--- src/hw/dpo_pkg.sv ---
package dpo_pkg;

  // ********************************************************
  // Register offsets
  // ********************************************************
  localparam logic [7:0] OFS_A_SEL = 8'h1a;
  localparam logic [7:0] OFS_A_LINK = 8'h1b;
  localparam logic [7:0] OFS_B_SEL = 8'h1c;
  localparam logic [7:0] OFS_B_LINK = 8'h1d;
  localparam logic [7:0] OFS_CLK = 8'h1e;

  // ********************************************************
  // Field positions
  // ********************************************************
  localparam int BIT_PORT_EN = 7;
  localparam int BIT_CHAN_MODE = 0;
  localparam int BIT_SEL_LSB = 1;
  localparam int BIT_CONC = 5;
  localparam int BIT_MASTER = 0;
  localparam int DIV_LSB = 1;
  localparam int STAT_REQ_A = 7;
  localparam int STAT_REQ_B = 6;

  // ********************************************************
  // Reset values
  // ********************************************************
  localparam logic [7:0] RST_SEL = 8'h00;
  localparam logic [7:0] RST_LINK = 8'h00;
  localparam logic [2:0] RST_CLK = 3'h0;

  // ********************************************************
  // Sizes
  // ********************************************************
  localparam int DATA_W = 16;
  localparam int GAIN_W = 12;
  localparam int NUM_CH = 4;
  localparam int NUM_SRC = 6;
  localparam int WORD_W = 19;
  localparam int FIFO_DEPTH = 8;
  localparam logic [3:0] SIGNAL_STRENGTH_WORD_PAD = 4'h0;

  // ********************************************************
  // Word serialiser states
  // ********************************************************
  typedef enum logic [1:0] {
    SER_IDLE,
    SER_Q,
    SER_SIGNAL_STRENGTH_WORD
  } dpo_ser_t;

endpackage

--- src/hw/dpo_fifo.sv ---
`timescale 1ns/1ps
module dpo_fifo #(
  parameter int WIDTH = 19,
  parameter int DEPTH = 8
) (
  // Clock, enable and reset
  input wire logic mclk,
  input wire logic ce,
  input wire logic rstn,
  // Fill side
  input wire logic in_valid,
  output logic in_ready,
  input wire logic [WIDTH-1:0] in_data,
  // Drain side
  output logic out_valid,
  input wire logic out_ready,
  output logic [WIDTH-1:0] out_data,
  output logic more
);

  localparam int AW = $clog2(DEPTH);

  logic [WIDTH-1:0] mem [0:DEPTH-1];
  logic [AW-1:0] wr_ff;
  logic [AW-1:0] rd_ff;
  logic [AW:0] cnt_ff;
  logic valid_ff;
  logic [WIDTH-1:0] data_ff;
  logic push;
  logic load;
  logic fetch;

  // The head word sits in a register so the pins see flop outputs.
  assign in_ready = (cnt_ff != (AW+1)'(DEPTH));
  assign push = in_valid && in_ready;
  assign load = !valid_ff || out_ready;
  assign fetch = load && (cnt_ff != '0);
  assign out_valid = valid_ff;
  assign out_data = data_ff;
  assign more = (cnt_ff != '0);

  always_ff @(posedge mclk) begin
    if (ce && push) begin
      mem[wr_ff] <= in_data;
    end
  end

  always_ff @(posedge mclk) begin
    if (!rstn) begin
      wr_ff <= '0;
      rd_ff <= '0;
      cnt_ff <= '0;
    end else if (ce) begin
      if (push) begin
        wr_ff <= (wr_ff == AW'(DEPTH-1)) ? '0 : wr_ff + 1'b1;
      end
      if (fetch) begin
        rd_ff <= (rd_ff == AW'(DEPTH-1)) ? '0 : rd_ff + 1'b1;
      end
      cnt_ff <= cnt_ff + (AW+1)'(push) - (AW+1)'(fetch);
    end
  end

  always_ff @(posedge mclk) begin
    if (!rstn) begin
      valid_ff <= 1'b0;
      data_ff <= '0;
    end else if (ce && load) begin
      valid_ff <= fetch;
      if (fetch) begin
        data_ff <= mem[rd_ff];
      end
    end
  end

endmodule

--- src/hw/dpo_top.sv ---
`timescale 1ns/1ps
module dpo_top #(
  parameter int FIFO_DEPTH = dpo_pkg::FIFO_DEPTH
) (
  // Clock, enable and reset
  input wire logic mclk,
  input wire logic ce,
  input wire logic rstn,
  // Configuration access
  input wire logic cfg_access_en,
  input wire logic [7:0] cfg_addr,
  input wire logic cfg_wr,
  input wire logic cfg_rd,
  input wire logic [7:0] cfg_wdata,
  output logic [7:0] cfg_rdata,
  // Channel filter samples
  input wire logic [3:0] ch_valid,
  input wire logic [63:0] ch_i,
  input wire logic [63:0] ch_q,
  // AGC samples
  input wire logic [1:0] agc_valid,
  input wire logic [31:0] agc_i,
  input wire logic [31:0] agc_q,
  input wire logic [23:0] agc_gain,
  // Port clock pin
  input wire logic pclk_in,
  output logic pclk_out,
  output logic pclk_oe,
  // Port A
  input wire logic port_a_acknowledge,
  output logic port_a_request,
  output logic [15:0] port_a_data_bus,
  output logic port_a_iq_flag,
  output logic [1:0] port_a_source_id,
  output logic port_a_parallel_active,
  // Port B
  input wire logic port_b_acknowledge,
  output logic port_b_request,
  output logic [15:0] port_b_data_bus,
  output logic port_b_iq_flag,
  output logic [1:0] port_b_source_id,
  output logic port_b_parallel_active
);

  localparam int DW = dpo_pkg::DATA_W;
  localparam int GW = dpo_pkg::GAIN_W;
  localparam int WW = dpo_pkg::WORD_W;
  localparam int NS = dpo_pkg::NUM_SRC;

  // ********************************************************
  // Configuration registers
  // ********************************************************
  logic [7:0] sel_ff [0:1];
  logic [7:0] link_ff [0:1];
  logic [2:0] clk_ff;
  logic [7:0] rdata_ff;
  logic [1:0] req_ff;
  logic cfg_hit;

  // Access opens only once the host has enabled it.
  assign cfg_hit = ce && cfg_access_en;

  always_ff @(posedge mclk) begin
    if (!rstn) begin
      sel_ff[0] <= dpo_pkg::RST_SEL;
      sel_ff[1] <= dpo_pkg::RST_SEL;
      link_ff[0] <= dpo_pkg::RST_LINK;
      link_ff[1] <= dpo_pkg::RST_LINK;
      clk_ff <= dpo_pkg::RST_CLK;
    end else if (cfg_hit && cfg_wr) begin
      if (cfg_addr == dpo_pkg::OFS_A_SEL) begin
        sel_ff[0] <= cfg_wdata;
      end else if (cfg_addr == dpo_pkg::OFS_A_LINK) begin
        link_ff[0] <= cfg_wdata;
      end else if (cfg_addr == dpo_pkg::OFS_B_SEL) begin
        sel_ff[1] <= cfg_wdata;
      end else if (cfg_addr == dpo_pkg::OFS_B_LINK) begin
        link_ff[1] <= cfg_wdata;
      end else if (cfg_addr == dpo_pkg::OFS_CLK) begin
        clk_ff <= cfg_wdata[2:0];
      end
    end
  end

  // The clock register's upper bits report each port's request level.
  always_ff @(posedge mclk) begin
    if (!rstn) begin
      rdata_ff <= 8'h00;
    end else if (cfg_hit && cfg_rd) begin
      if (cfg_addr == dpo_pkg::OFS_A_SEL) begin
        rdata_ff <= sel_ff[0];
      end else if (cfg_addr == dpo_pkg::OFS_A_LINK) begin
        rdata_ff <= link_ff[0];
      end else if (cfg_addr == dpo_pkg::OFS_B_SEL) begin
        rdata_ff <= sel_ff[1];
      end else if (cfg_addr == dpo_pkg::OFS_B_LINK) begin
        rdata_ff <= link_ff[1];
      end else if (cfg_addr == dpo_pkg::OFS_CLK) begin
        rdata_ff <= {req_ff[0], req_ff[1], 3'h0, clk_ff};
      end else begin
        rdata_ff <= 8'h00;
      end
    end
  end

  assign cfg_rdata = rdata_ff;

  // ********************************************************
  // Port clock: master divider or synchronised slave pin
  // ********************************************************
  logic master;
  logic [3:0] div_n;
  logic [3:0] half;
  logic [2:0] div_cnt_ff;
  logic [2:0] nxt_div_cnt;
  logic pclk_o_ff;
  logic pclk_s1_ff;
  logic pclk_s2_ff;
  logic pclk_s3_ff;
  logic rise;
  logic fall;

  assign master = clk_ff[dpo_pkg::BIT_MASTER];
  assign div_n = 4'h1 << clk_ff[dpo_pkg::DIV_LSB +: 2];
  assign half = div_n >> 1;
  assign nxt_div_cnt = ({1'b0, div_cnt_ff} + 4'h1 == div_n) ? 3'h0 :
                       div_cnt_ff + 3'h1;

  // At divide by one the pin stays high; events still fire every cycle.
  always_ff @(posedge mclk) begin
    if (!rstn) begin
      div_cnt_ff <= 3'h0;
      pclk_o_ff <= 1'b0;
    end else if (ce) begin
      div_cnt_ff <= master ? nxt_div_cnt : 3'h0;
      pclk_o_ff <= master && ((div_n == 4'h1) ||
                   ({1'b0, nxt_div_cnt} < half));
    end
  end

  // The slave pin may be asynchronous, so it is resynchronised first.
  always_ff @(posedge mclk) begin
    if (!rstn) begin
      pclk_s1_ff <= 1'b0;
      pclk_s2_ff <= 1'b0;
      pclk_s3_ff <= 1'b0;
    end else if (ce) begin
      pclk_s1_ff <= pclk_in;
      pclk_s2_ff <= pclk_s1_ff;
      pclk_s3_ff <= pclk_s2_ff;
    end
  end

  assign rise = master ? (div_cnt_ff == 3'h0) :
                (pclk_s2_ff && !pclk_s3_ff);
  assign fall = master ? ({1'b0, div_cnt_ff} == half) :
                (!pclk_s2_ff && pclk_s3_ff);
  assign pclk_out = pclk_o_ff;
  assign pclk_oe = master;

  // ********************************************************
  // Holding slots shared by both ports
  // ********************************************************
  logic [DW-1:0] hold_i_ff [0:NS-1];
  logic [DW-1:0] hold_q_ff [0:NS-1];
  logic [GW-1:0] gain_ff [0:1];
  logic [1:0] gchg_ff;
  logic [NS-1:0] src_valid;

  assign src_valid = {agc_valid, ch_valid};

  // A slot is replaced only by its own source.
  for (genvar s = 0; s < NS; s++) begin : g_hold
    always_ff @(posedge mclk) begin
      if (!rstn) begin
        hold_i_ff[s] <= '0;
        hold_q_ff[s] <= '0;
      end else if (ce && src_valid[s]) begin
        if (s < dpo_pkg::NUM_CH) begin
          hold_i_ff[s] <= ch_i[(s % 4)*DW +: DW];
          hold_q_ff[s] <= ch_q[(s % 4)*DW +: DW];
        end else begin
          hold_i_ff[s] <= agc_i[(s % 2)*DW +: DW];
          hold_q_ff[s] <= agc_q[(s % 2)*DW +: DW];
        end
      end
    end
  end

  // Channel pairing into each AGC is done upstream.
  for (genvar a = 0; a < 2; a++) begin : g_gain
    always_ff @(posedge mclk) begin
      if (!rstn) begin
        gain_ff[a] <= '0;
        gchg_ff[a] <= 1'b0;
      end else if (ce && agc_valid[a]) begin
        gain_ff[a] <= agc_gain[a*GW +: GW];
        gchg_ff[a] <= (agc_gain[a*GW +: GW] != gain_ff[a]);
      end
    end
  end

  // ********************************************************
  // Per-port selection, serialiser and output stage
  // ********************************************************
  logic [DW-1:0] pdata_ff [0:1];
  logic [1:0] piq_ff;
  logic [1:0] pid_ff [0:1];
  logic [1:0] ack_s1_ff;
  logic [1:0] ack_s2_ff;
  logic [1:0] ack_smp_ff;
  logic [1:0] ack_pin;
  logic [1:0] en;

  assign ack_pin = {port_b_acknowledge, port_a_acknowledge};

  always_ff @(posedge mclk) begin
    if (!rstn) begin
      ack_s1_ff <= 2'h0;
      ack_s2_ff <= 2'h0;
      ack_smp_ff <= 2'h0;
    end else if (ce) begin
      ack_s1_ff <= ack_pin;
      ack_s2_ff <= ack_s1_ff;
      if (fall) begin
        ack_smp_ff <= ack_s2_ff;
      end
    end
  end

  for (genvar p = 0; p < 2; p++) begin : g_port
    logic chan_mode;
    logic conc;
    logic [NS-1:0] cap;
    logic [NS-1:0] take;
    logic [NS-1:0] pend_ff;
    logic [2:0] pick;
    logic any;
    dpo_pkg::dpo_ser_t st_ff;
    dpo_pkg::dpo_ser_t nxt_st;
    logic [DW-1:0] lat_q_ff;
    logic lat_signal_strength_word_ff;
    logic [GW-1:0] lat_gain_ff;
    logic [1:0] lat_id_ff;
    logic push_v;
    logic push_r;
    logic [WW-1:0] push_w;
    logic fo_v;
    logic fo_more;
    logic [WW-1:0] fo_w;
    logic pop;

    assign en[p] = link_ff[p][dpo_pkg::BIT_PORT_EN];
    assign chan_mode = link_ff[p][dpo_pkg::BIT_CHAN_MODE];
    assign conc = sel_ff[p][dpo_pkg::BIT_CONC];

    always_comb begin
      cap = '0;
      for (int s = 0; s < NS; s++) begin
        if (s < dpo_pkg::NUM_CH) begin
          cap[s] = chan_mode &&
                   sel_ff[p][dpo_pkg::BIT_SEL_LSB + s];
        end else begin
          cap[s] = !chan_mode &&
                   sel_ff[p][dpo_pkg::BIT_SEL_LSB + s % 4];
        end
        cap[s] = cap[s] && src_valid[s];
      end
    end

    // Lowest source number wins when several are waiting.
    always_comb begin
      pick = 3'h0;
      for (int s = NS - 1; s >= 0; s--) begin
        if (pend_ff[s]) begin
          pick = 3'(s);
        end
      end
    end

    assign any = |pend_ff;

    always_comb begin
      nxt_st = st_ff;
      take = '0;
      push_v = 1'b0;
      push_w = '0;
      case (st_ff)
        dpo_pkg::SER_IDLE: begin
          push_v = any;
          if (chan_mode && conc) begin
            push_w = {pick[1:0], 1'b1, hold_i_ff[pick][DW-1 -: 8],
                      hold_q_ff[pick][DW-1 -: 8]};
          end else if (chan_mode) begin
            push_w = {pick[1:0], 1'b1, hold_i_ff[pick]};
          end else begin
            push_w = {1'b0, pick == 3'h5, 1'b1,
                      hold_i_ff[pick]};
          end
          if (any && push_r) begin
            take[pick] = 1'b1;
            nxt_st = (chan_mode && conc) ? dpo_pkg::SER_IDLE :
                     dpo_pkg::SER_Q;
          end
        end
        dpo_pkg::SER_Q: begin
          push_v = 1'b1;
          push_w = {lat_id_ff, 1'b0, lat_q_ff};
          if (push_r) begin
            nxt_st = lat_signal_strength_word_ff ? dpo_pkg::SER_SIGNAL_STRENGTH_WORD :
                     dpo_pkg::SER_IDLE;
          end
        end
        dpo_pkg::SER_SIGNAL_STRENGTH_WORD: begin
          push_v = 1'b1;
          push_w = {1'b1, lat_id_ff[0], 1'b0, ~lat_gain_ff,
                    dpo_pkg::SIGNAL_STRENGTH_WORD_PAD};
          if (push_r) begin
            nxt_st = dpo_pkg::SER_IDLE;
          end
        end
        default: begin
          nxt_st = dpo_pkg::SER_IDLE;
        end
      endcase
    end

    // A new sample arriving as its slot is taken stays pending.
    always_ff @(posedge mclk) begin
      if (!rstn) begin
        pend_ff <= '0;
      end else if (ce) begin
        pend_ff <= en[p] ? (cap | (pend_ff & ~take)) : '0;
      end
    end

    always_ff @(posedge mclk) begin
      if (!rstn) begin
        st_ff <= dpo_pkg::SER_IDLE;
        lat_q_ff <= '0;
        lat_signal_strength_word_ff <= 1'b0;
        lat_gain_ff <= '0;
        lat_id_ff <= 2'h0;
      end else if (ce) begin
        st_ff <= en[p] ? nxt_st : dpo_pkg::SER_IDLE;
        if (|take) begin
          lat_q_ff <= hold_q_ff[pick];
          lat_id_ff <= chan_mode ? pick[1:0] : {1'b0, pick == 3'h5};
          lat_signal_strength_word_ff <= !chan_mode && gchg_ff[pick[0]];
          lat_gain_ff <= gain_ff[pick[0]];
        end
      end
    end

    // The queue rides out a slow acknowledge; disabling flushes stale words.
    dpo_fifo #(
      .WIDTH(WW),
      .DEPTH(FIFO_DEPTH)
    ) u_fifo (
      .mclk(mclk),
      .ce(ce),
      .rstn(rstn && en[p]),
      .in_valid(push_v),
      .in_ready(push_r),
      .in_data(push_w),
      .out_valid(fo_v),
      .out_ready(pop),
      .out_data(fo_w),
      .more(fo_more)
    );

    assign pop = rise && req_ff[p] && ack_smp_ff[p] && fo_v;

    always_ff @(posedge mclk) begin
      if (!rstn) begin
        req_ff[p] <= 1'b0;
        pdata_ff[p] <= '0;
        piq_ff[p] <= 1'b0;
        pid_ff[p] <= 2'h0;
      end else if (ce) begin
        if (!en[p]) begin
          req_ff[p] <= 1'b0;
          pdata_ff[p] <= '0;
          piq_ff[p] <= 1'b0;
        end else if (rise) begin
          req_ff[p] <= (fo_v && !pop) || fo_more || any ||
                       (st_ff != dpo_pkg::SER_IDLE);
          piq_ff[p] <= pop && fo_w[DW];
          if (pop) begin
            pdata_ff[p] <= fo_w[DW-1:0];
            pid_ff[p] <= fo_w[WW-1 -: 2];
          end
        end
      end
    end
  end

  // ********************************************************
  // Pin assignment
  // ********************************************************
  assign port_a_request = req_ff[0];
  assign port_a_data_bus = pdata_ff[0];
  assign port_a_iq_flag = piq_ff[0];
  assign port_a_source_id = pid_ff[0];
  assign port_a_parallel_active = en[0];
  assign port_b_request = req_ff[1];
  assign port_b_data_bus = pdata_ff[1];
  assign port_b_iq_flag = piq_ff[1];
  assign port_b_source_id = pid_ff[1];
  assign port_b_parallel_active = en[1];

endmodule

--- config.mk ---
export PLATFORM = sky130hd
export DESIGN_NAME = dpo_top
export DESIGN_NICKNAME = d
export VERILOG_FILES = /design/src/hw/dpo_pkg.sv /design/src/hw/dpo_fifo.sv /design/src/hw/dpo_top.sv
export SDC_FILE = /design/constraint.sdc
export NUM_CORES = 1
export LEC_CHECK = 0
export BUFFER_PORTS_ARGS = -buffer_cell sky130_fd_sc_hd__buf_4
export CAP_MARGIN = 20
export CORE_MARGIN = 10
export CORE_UTILIZATION = 35
export CTS_BUF_LIST = sky130_fd_sc_hd__clkbuf_16
export CTS_CLUSTER_SIZE = 24
export DETAILED_ROUTE_END_ITERATION = 12
export PLACE_DENSITY = 0.63
export SKIP_CTS_REPAIR_TIMING = 1
export SYNTH_ARGS = -nofsm -noshare
export SYNTH_HDL_FRONTEND = slang
export SYNTH_HIERARCHICAL = 1
export SYNTH_SLANG_ARGS = --single-unit
--- constraint.sdc ---
create_clock -name mclk -period 11.7 [get_ports mclk]
set_clock_uncertainty 0.05 [all_clocks]
set_input_delay 1.17 -clock mclk [delete_from_list [all_inputs] [get_ports mclk]]
set_output_delay 1.17 -clock mclk [all_outputs]
set_load 0.01 [all_outputs]
==> flow_summary.json, run 1 <==
{
  "status": "finished clean",
  "ys_seq_area_share_pct": 61.65,
  "finalSetupTns_ns": 0,
  "die_y_um": 332.1,
  "max-slew-margin-rel_pct": 24.74,
  "max_freq_mhz": 257.0,
  "gr-usage-met2_pct": 29.79,
  "synth-async-reset-ratio_pct": 0,
  "synth.distinct_cells": 86,
  "synthMuxAreaShare_pct": 8.601,
  "synth_fa_ha_area_share_pct": 1.292,
  "cts.sinks": 756,
  "grt_usage_pct": 18.66,
  "grt_util_met1_pct": 24.79,
  "io_pins": 299,
  "ys_ff_latch": 756,
  "synth.avg_cell_area_um2": 13.07,
  "hold_viol": 0,
  "syn_inst": 2608,
  "tritoncts": "built",
  "yosys_warnings": 6,
  "synth.cell_area_um2": 34100,
  "clk_pin_slew_ns": 0.07,
  "initial_utilization_pct": 35.26,
  "grt_setup_unrepaired": "no",
  "synthFlopType": "edfxtp_1",
  "vias": 23328,
  "crit_type": "flip-flop to flip-flop",
  "cts_max_level": 3,
  "crit_path_start_kind": "flip-flop",
  "drive_gt1_share_pct": 20.98,
  "antenna_found_initial": 7,
  "routed_wl_um": 107800,
  "finalCriticalPeriod_ns": 3.891,
  "cap_violations": 0,
  "coreArea_um2": 96710,
  "drt_first_pass_iters": 9,
  "tightest_slew_ns": 1.128,
  "drc": 0,
  "final_cell_mix": "edfxtp_1, buf_4, and2_1",
  "synth-compound-area-share_pct": 12.01,
  "p_leak_uw": 0.01419,
  "synth_top_family_by_area": "simple AND/OR/NAND/NOR gates",
  "final-setup-viol-count": 0,
  "port_buffers": 298,
  "required_ns": 11.94,
  "antenna_left": 0,
  "ff2ff_setup_slack_ns": 7.81,
  "total_power_uw": 6245,
  "synthXorXnorAreaFrac_pct": 0.7192,
  "slew_violations": 0,
  "fin_nets": 3139,
  "area_growth_pct": 18.03,
  "timing.final.crit_share_pct": 33.25,
  "clock_path_buffers": 3,
  "clk_latency_ns": 0.64,
  "synth_edf_count": 588,
  "path_max_fanout": 23,
  "die_area_um2": 110300,
  "synth-simple-area-share_pct": 12.13,
  "min_path_type": "flip-flop to flip-flop",
  "root_buffer": "clkbuf_16",
  "cts_buffers": 81,
  "die_w_um": 332.1,
  "grt_pass1_vias": 22749,
  "wl_per_cell_um": 25.64,
  "gp_congestion": 0.9468,
  "cp-end-kind": "flip-flop",
  "met3_usage_pct": 3.781,
  "synth_fp_nets": 2889,
  "grt_max_degree": 96,
  "grt_pass1_wl_um": 156000,
  "via_per_inst": 5.550,
  "final_common_cell": "edfxtp_1",
  "gr-max-usage-layer": "met2",
  "drt-initial-drc-count": 2400,
  "vdd_drop_max_mv": 0.09065,
  "arrival_ns": 4.13,
  "pwr_density_cell_nw_per_um2": 155.2,
  "num_rows": 114,
  "dpl.hpwl_um": 78780,
  "overflow": 0
}
-- stage by stage --
stage | instance area (µm²) | utilization (%) | setup WS [ns] | hold slack, ns | instances
floorplan | 34100 | - | 7.842 | 0.3900 | 2608
global placement | 37480 | 38.76 | 7.475 | 0.3993 | 4036
detailed placement | 37510 | 38.78 | 7.429 | 0.4105 | 4040
CTS | 40120 | 41.48 | 7.993 | 0.4193 | 4191
global route | 40240 | 41.61 | 7.765 | 0.4445 | 4202
finish | 40240 | 41.61 | 7.809 | 0.4214 | 4203
-- flip-flops by register name (all words and copies together) (netlist names), 3 cells and up --
register and count:
g_port.lat_q_ff 32, g_port.pend_ff 12, clk_ff 3, g_port.lat_gain_ff 24, g_port.u_fifo/mem 304, sel_ff 16, cfg_rdata 8, link_ff 16
hold_i_ff 96, pid_ff 4, pdata_ff 32, hold_q_ff 96, g_port.u_fifo/wr_ff 6, g_port.u_fifo/cnt_ff 8, g_port.u_fifo/rd_ff 6, g_port.u_fifo/out_data 38
g_port.lat_id_ff 4, g_port.st_ff 4, div_cnt_ff 3, gain_ff 24
-- synth_stat cells, types with 17 or more instances --
cell | number | share of area [%]
nand3_1 | 24 | 0.35
xor2_1 | 24 | 0.62
nor3_1 | 26 | 0.38
and3_1 | 37 | 0.68
clkbuf_1 | 122 | 1.3
edfxtp_1 | 588 | 52
ha_1 | 32 | 1.2
buf_2 | 34 | 0.50
and2_1 | 283 | 5.2
mux4_2 | 76 | 5.0
a211oi_1 | 46 | 1.0
a22oi_1 | 39 | 0.86
o21ai_0 | 101 | 1.5
o2bb2ai_1 | 18 | 0.46
dfxtp_1 | 168 | 9.9
nand2b_1 | 25 | 0.46
nor2_1 | 94 | 1.0
o211ai_1 | 20 | 0.44
o22ai_1 | 46 | 0.84
a21boi_0 | 17 | 0.37
nand2_1 | 156 | 1.7
nor2b_1 | 34 | 0.62
a21oi_1 | 70 | 1.0
nand4_1 | 17 | 0.31
mux2i_1 | 104 | 3.1
o221ai_1 | 20 | 0.51
a31oi_1 | 55 | 1.0
inv_1 | 69 | 0.76
-- final cells by class --
type                            instances  area [µm²]
Inverter                               73       274.0
Antenna cell                            1       2.502
Sequential cell                       756       21030
Timing Repair Buffer                  355        2705
Clock inverter                         69       558.0
Tap cell                             1276        1597
Fill cell                            9089       56460
Multi-Input combinational cell       1591       12030
Clock buffer                           82        2052
-- layer usage --
metal  share of wire, %  vias to the layer above
li1                   -                    10435
met1                 42                    11556
met2                 47                     1134
met3                8.0                      197
met4                3.8                        6
met5              0.032                        -
-- worst max-delay path, stage by stage (launching register included) --
cell	delay, ns
dfxtp_1	0.63
nor2b_1	0.36
a211oi_4	0.69
buf_4	0.49
mux2i_1	0.17
a211o_1	0.33
a21oi_1	0.79
-- where the power goes --
part           switching [µW]  total [µW]  leakage [µW]  internal [µW]
clock network            1080        2510       0.00131           1440
logic                     367         596       0.00587            229
registers                91.9        3130       0.00700           3040
-- kinds of logic after synthesis --
family,count (synthesis)
XOR/XNOR,28
flip-flops,756
buffers and inverters,261
adder cells (fa/ha/maj),34
multiplexers,196
AND/OR/NAND/NOR,751
AO/OA/AOI/OAI,582
-- final timing paths --
kind / start / endpoint / depth (start not counted)
max: g_port[1].pend_ff[2] / g_port[1].u_fifo/mem[7][15] / 6
min: g_port[0].lat_id_ff[1] / g_port[0].lat_id_ff[1] / 2
max reg2reg: g_port[1].pend_ff[2] / g_port[1].u_fifo/mem[7][15] / 6
min reg2reg: g_port[0].lat_id_ff[1] / g_port[0].lat_id_ff[1] / 2
Power figures use the tool's default switching activity.
==> run 2, diff against run 1 <==
PLACE_DENSITY = 0.64   (was 0.63)
clock period = 3.25 ns   (was 11.7 ns; I/O delays follow)
==> flow_summary.json, run 2 (same netlist as run 1, synthesis figures left out) <==
{
  "tightest_slew_ns": 0.9784,
  "arrival_ns": 3.44,
  "cp-end-kind": "flip-flop",
  "final_common_cell": "edfxtp_1",
  "cap_violations": 0,
  "min_path_type": "input pin to flip-flop",
  "num_rows": 114,
  "pwr_density_cell_nw_per_um2": 532.3,
  "cts_buffers": 83,
  "io_pins": 299,
  "slowest_delay_ns": 0.57,
  "drt-initial-drc-count": 2806,
  "die_area_um2": 110300,
  "timing.final.crit_share_pct": 92.02,
  "p_leak_uw": 0.01560,
  "place_area_um2": 38200,
  "die_w_um": 332.1,
  "grt_pass1_vias": 23203,
  "rr_endpoint": "g_port[0].u_fifo/cnt_ff[2]",
  "final-setup-viol-count": 0,
  "grt_setup_unrepaired": "no",
  "grt_max_degree": 45,
  "cts.sinks": 756,
  "gp_congestion": 0.9518,
  "power.switching_uw": 5626,
  "root_buffer": "clkbuf_16",
  "hold_viol": 0,
  "grt_pass1_wl_um": 161300,
  "finalSetupTns_ns": 0,
  "overflow": 0,
  "drive_gt1_share_pct": 21.57,
  "coreArea_um2": 96710,
  "crit_chain": "or4_4 -> or3_1 -> a21oi_1 -> nor2_1 -> nand2_1 -> ha_1 -> inv_1 -> ha_1 -> inv_1 -> fa_1 -> xnor2_1 -> mux2i_1 -> nor2_1",
  "pwr-share-comb_pct": 10.7,
  "ff2ff_setup_slack_ns": 0.26,
  "dpl.hpwl_um": 80350,
  "path_max_fanout": 3,
  "die_y_um": 332.1,
  "power.internal_uw": 17320,
  "tritoncts": "built",
  "antenna_found_initial": 12,
  "slowest_stage": "or4_4",
  "clk_pin_slew_ns": 0.06,
  "clock_path_buffers": 3,
  "finalCriticalPeriod_ns": 2.991,
  "p_seq_share_pct": 49.1,
  "clk_latency_ns": 0.66,
  "min_path_cells": 2,
  "r2r_start": "g_port[0].pend_ff[1]",
  "initial_utilization_pct": 35.26,
  "fin_cells": 4515,
  "critPathLaunch": "g_port[0].pend_ff[1]",
  "largest_register_ffs": 304,
  "layout_top_registers": "g_port.u_fifo/mem (304), hold_i_ff (96), hold_q_ff (96)",
  "fin_nets": 3447,
  "max_freq_mhz": 334.4,
  "drc": 0,
  "hold_slack_ns": 0.003542,
  "required_ns": 3.70,
  "routed_wl_um": 112500,
  "port_buffers": 298,
  "crit_path_start_kind": "flip-flop",
  "status": "finished clean",
  "grt_usage_pct": 19.28,
  "crit_type": "flip-flop to flip-flop",
  "antenna_left": 0,
  "cts_max_level": 3,
  "area_growth_pct": 26.43,
  "drt_first_pass_iters": 7,
  "hold_path.startpoint": "ch_i[14]",
  "total_power_uw": 22950,
  "wl_per_cell_um": 24.92,
  "place_inst": 4134,
  "p_sw_share_pct": 24.51,
  "vias": 24566,
  "vdd_drop_max_mv": 0.3761,
  "max-slew-margin-rel_pct": 34.54,
  "min_to": "hold_i_ff[0][14]",
  "top_register": "g_port.u_fifo/mem",
  "final_area_um2": 43110,
  "slew_violations": 0,
  "pwr-share-clk_pct": 40.1,
  "final_cell_mix": "edfxtp_1, buf_4, and2_1",
  "rr_worst_depth": 13,
  "via_per_inst": 5.441
}
[run 2: cell types whose count changed in the layout (fill, tap and decap cells not counted), sizes merged]
cell | before | now
buf | 350 | 438
bufinv | 7 | 6
clkinv | 35 | 37
clkinvlp | 7 | 3
diode | 1 | 3
dlygate4sd3 | 0 | 223
dlymetal6s2s | 1 | 0
inv | 93 | 96
[run 2: per-layer routing]
metal	wire length, µm	global-route usage [%]	vias to the layer above
li1	-	-	11044
met1	47480	26.20	12158
met2	51570	29.86	1149
met3	8533	3.380	209
met4	4917	8.553	6
met5	33	0	-
[run 2: through the flow]
step                      utilization [%]  worst slack, ns
after detailed placement            39.50           0.2288
after CTS                           42.25           0.2108
after global routing                44.57          0.05608
after global placement              39.50           0.2744
after floorplan                         -          -0.1339
final                               44.58           0.2594
[run 2: worst max-delay path by stage]
stage,slack (ns),endpoint,depth (start not counted)
floorplan,-0.13,g_port[0].u_fifo/mem[2][0],7
global route,0.06,g_port[1].u_fifo/cnt_ff[2],14
detailed placement,0.23,g_port[1].u_fifo/cnt_ff[2],14
global placement,0.27,g_port[1].u_fifo/cnt_ff[2],14
finish,0.26,g_port[0].u_fifo/cnt_ff[2],13
CTS,0.21,g_port[1].u_fifo/cnt_ff[2],14
[run 2: worst max-delay path: cells and delay by family, from the launching register on]
family          cells  cell delay [ns]
compound gates      1             0.17
xor+xnor            1             0.14
simple gates        5             1.18
mux                 1             0.13
buf+inv             2             0.12
fa+ha+maj           3             0.76
flops               1             0.31
[run 2: final cells by class]
type | count | area, µm²
Clock buffer | 86 | 2152
Inverter | 73 | 274.0
Tap cell | 1276 | 1597
Antenna cell | 3 | 7.507
Multi-Input combinational cell | 1591 | 11990
Clock inverter | 69 | 513.0
Sequential cell | 756 | 21020
Fill cell | 8746 | 53600
Timing Repair Buffer | 661 | 5558
[run 2: power groups by stage]
stage | Clock [µW] | Sequential (µW) | Combinational [µW]
after CTS | 9360 | 11300 | 2220
after floorplan | 0 | 11300 | 1220
final | 9200 | 11300 | 2470
after global routing | 9750 | 11300 | 2650
after detailed placement | 0 | 11500 | 2210
after global placement | 0 | 11500 | 2190
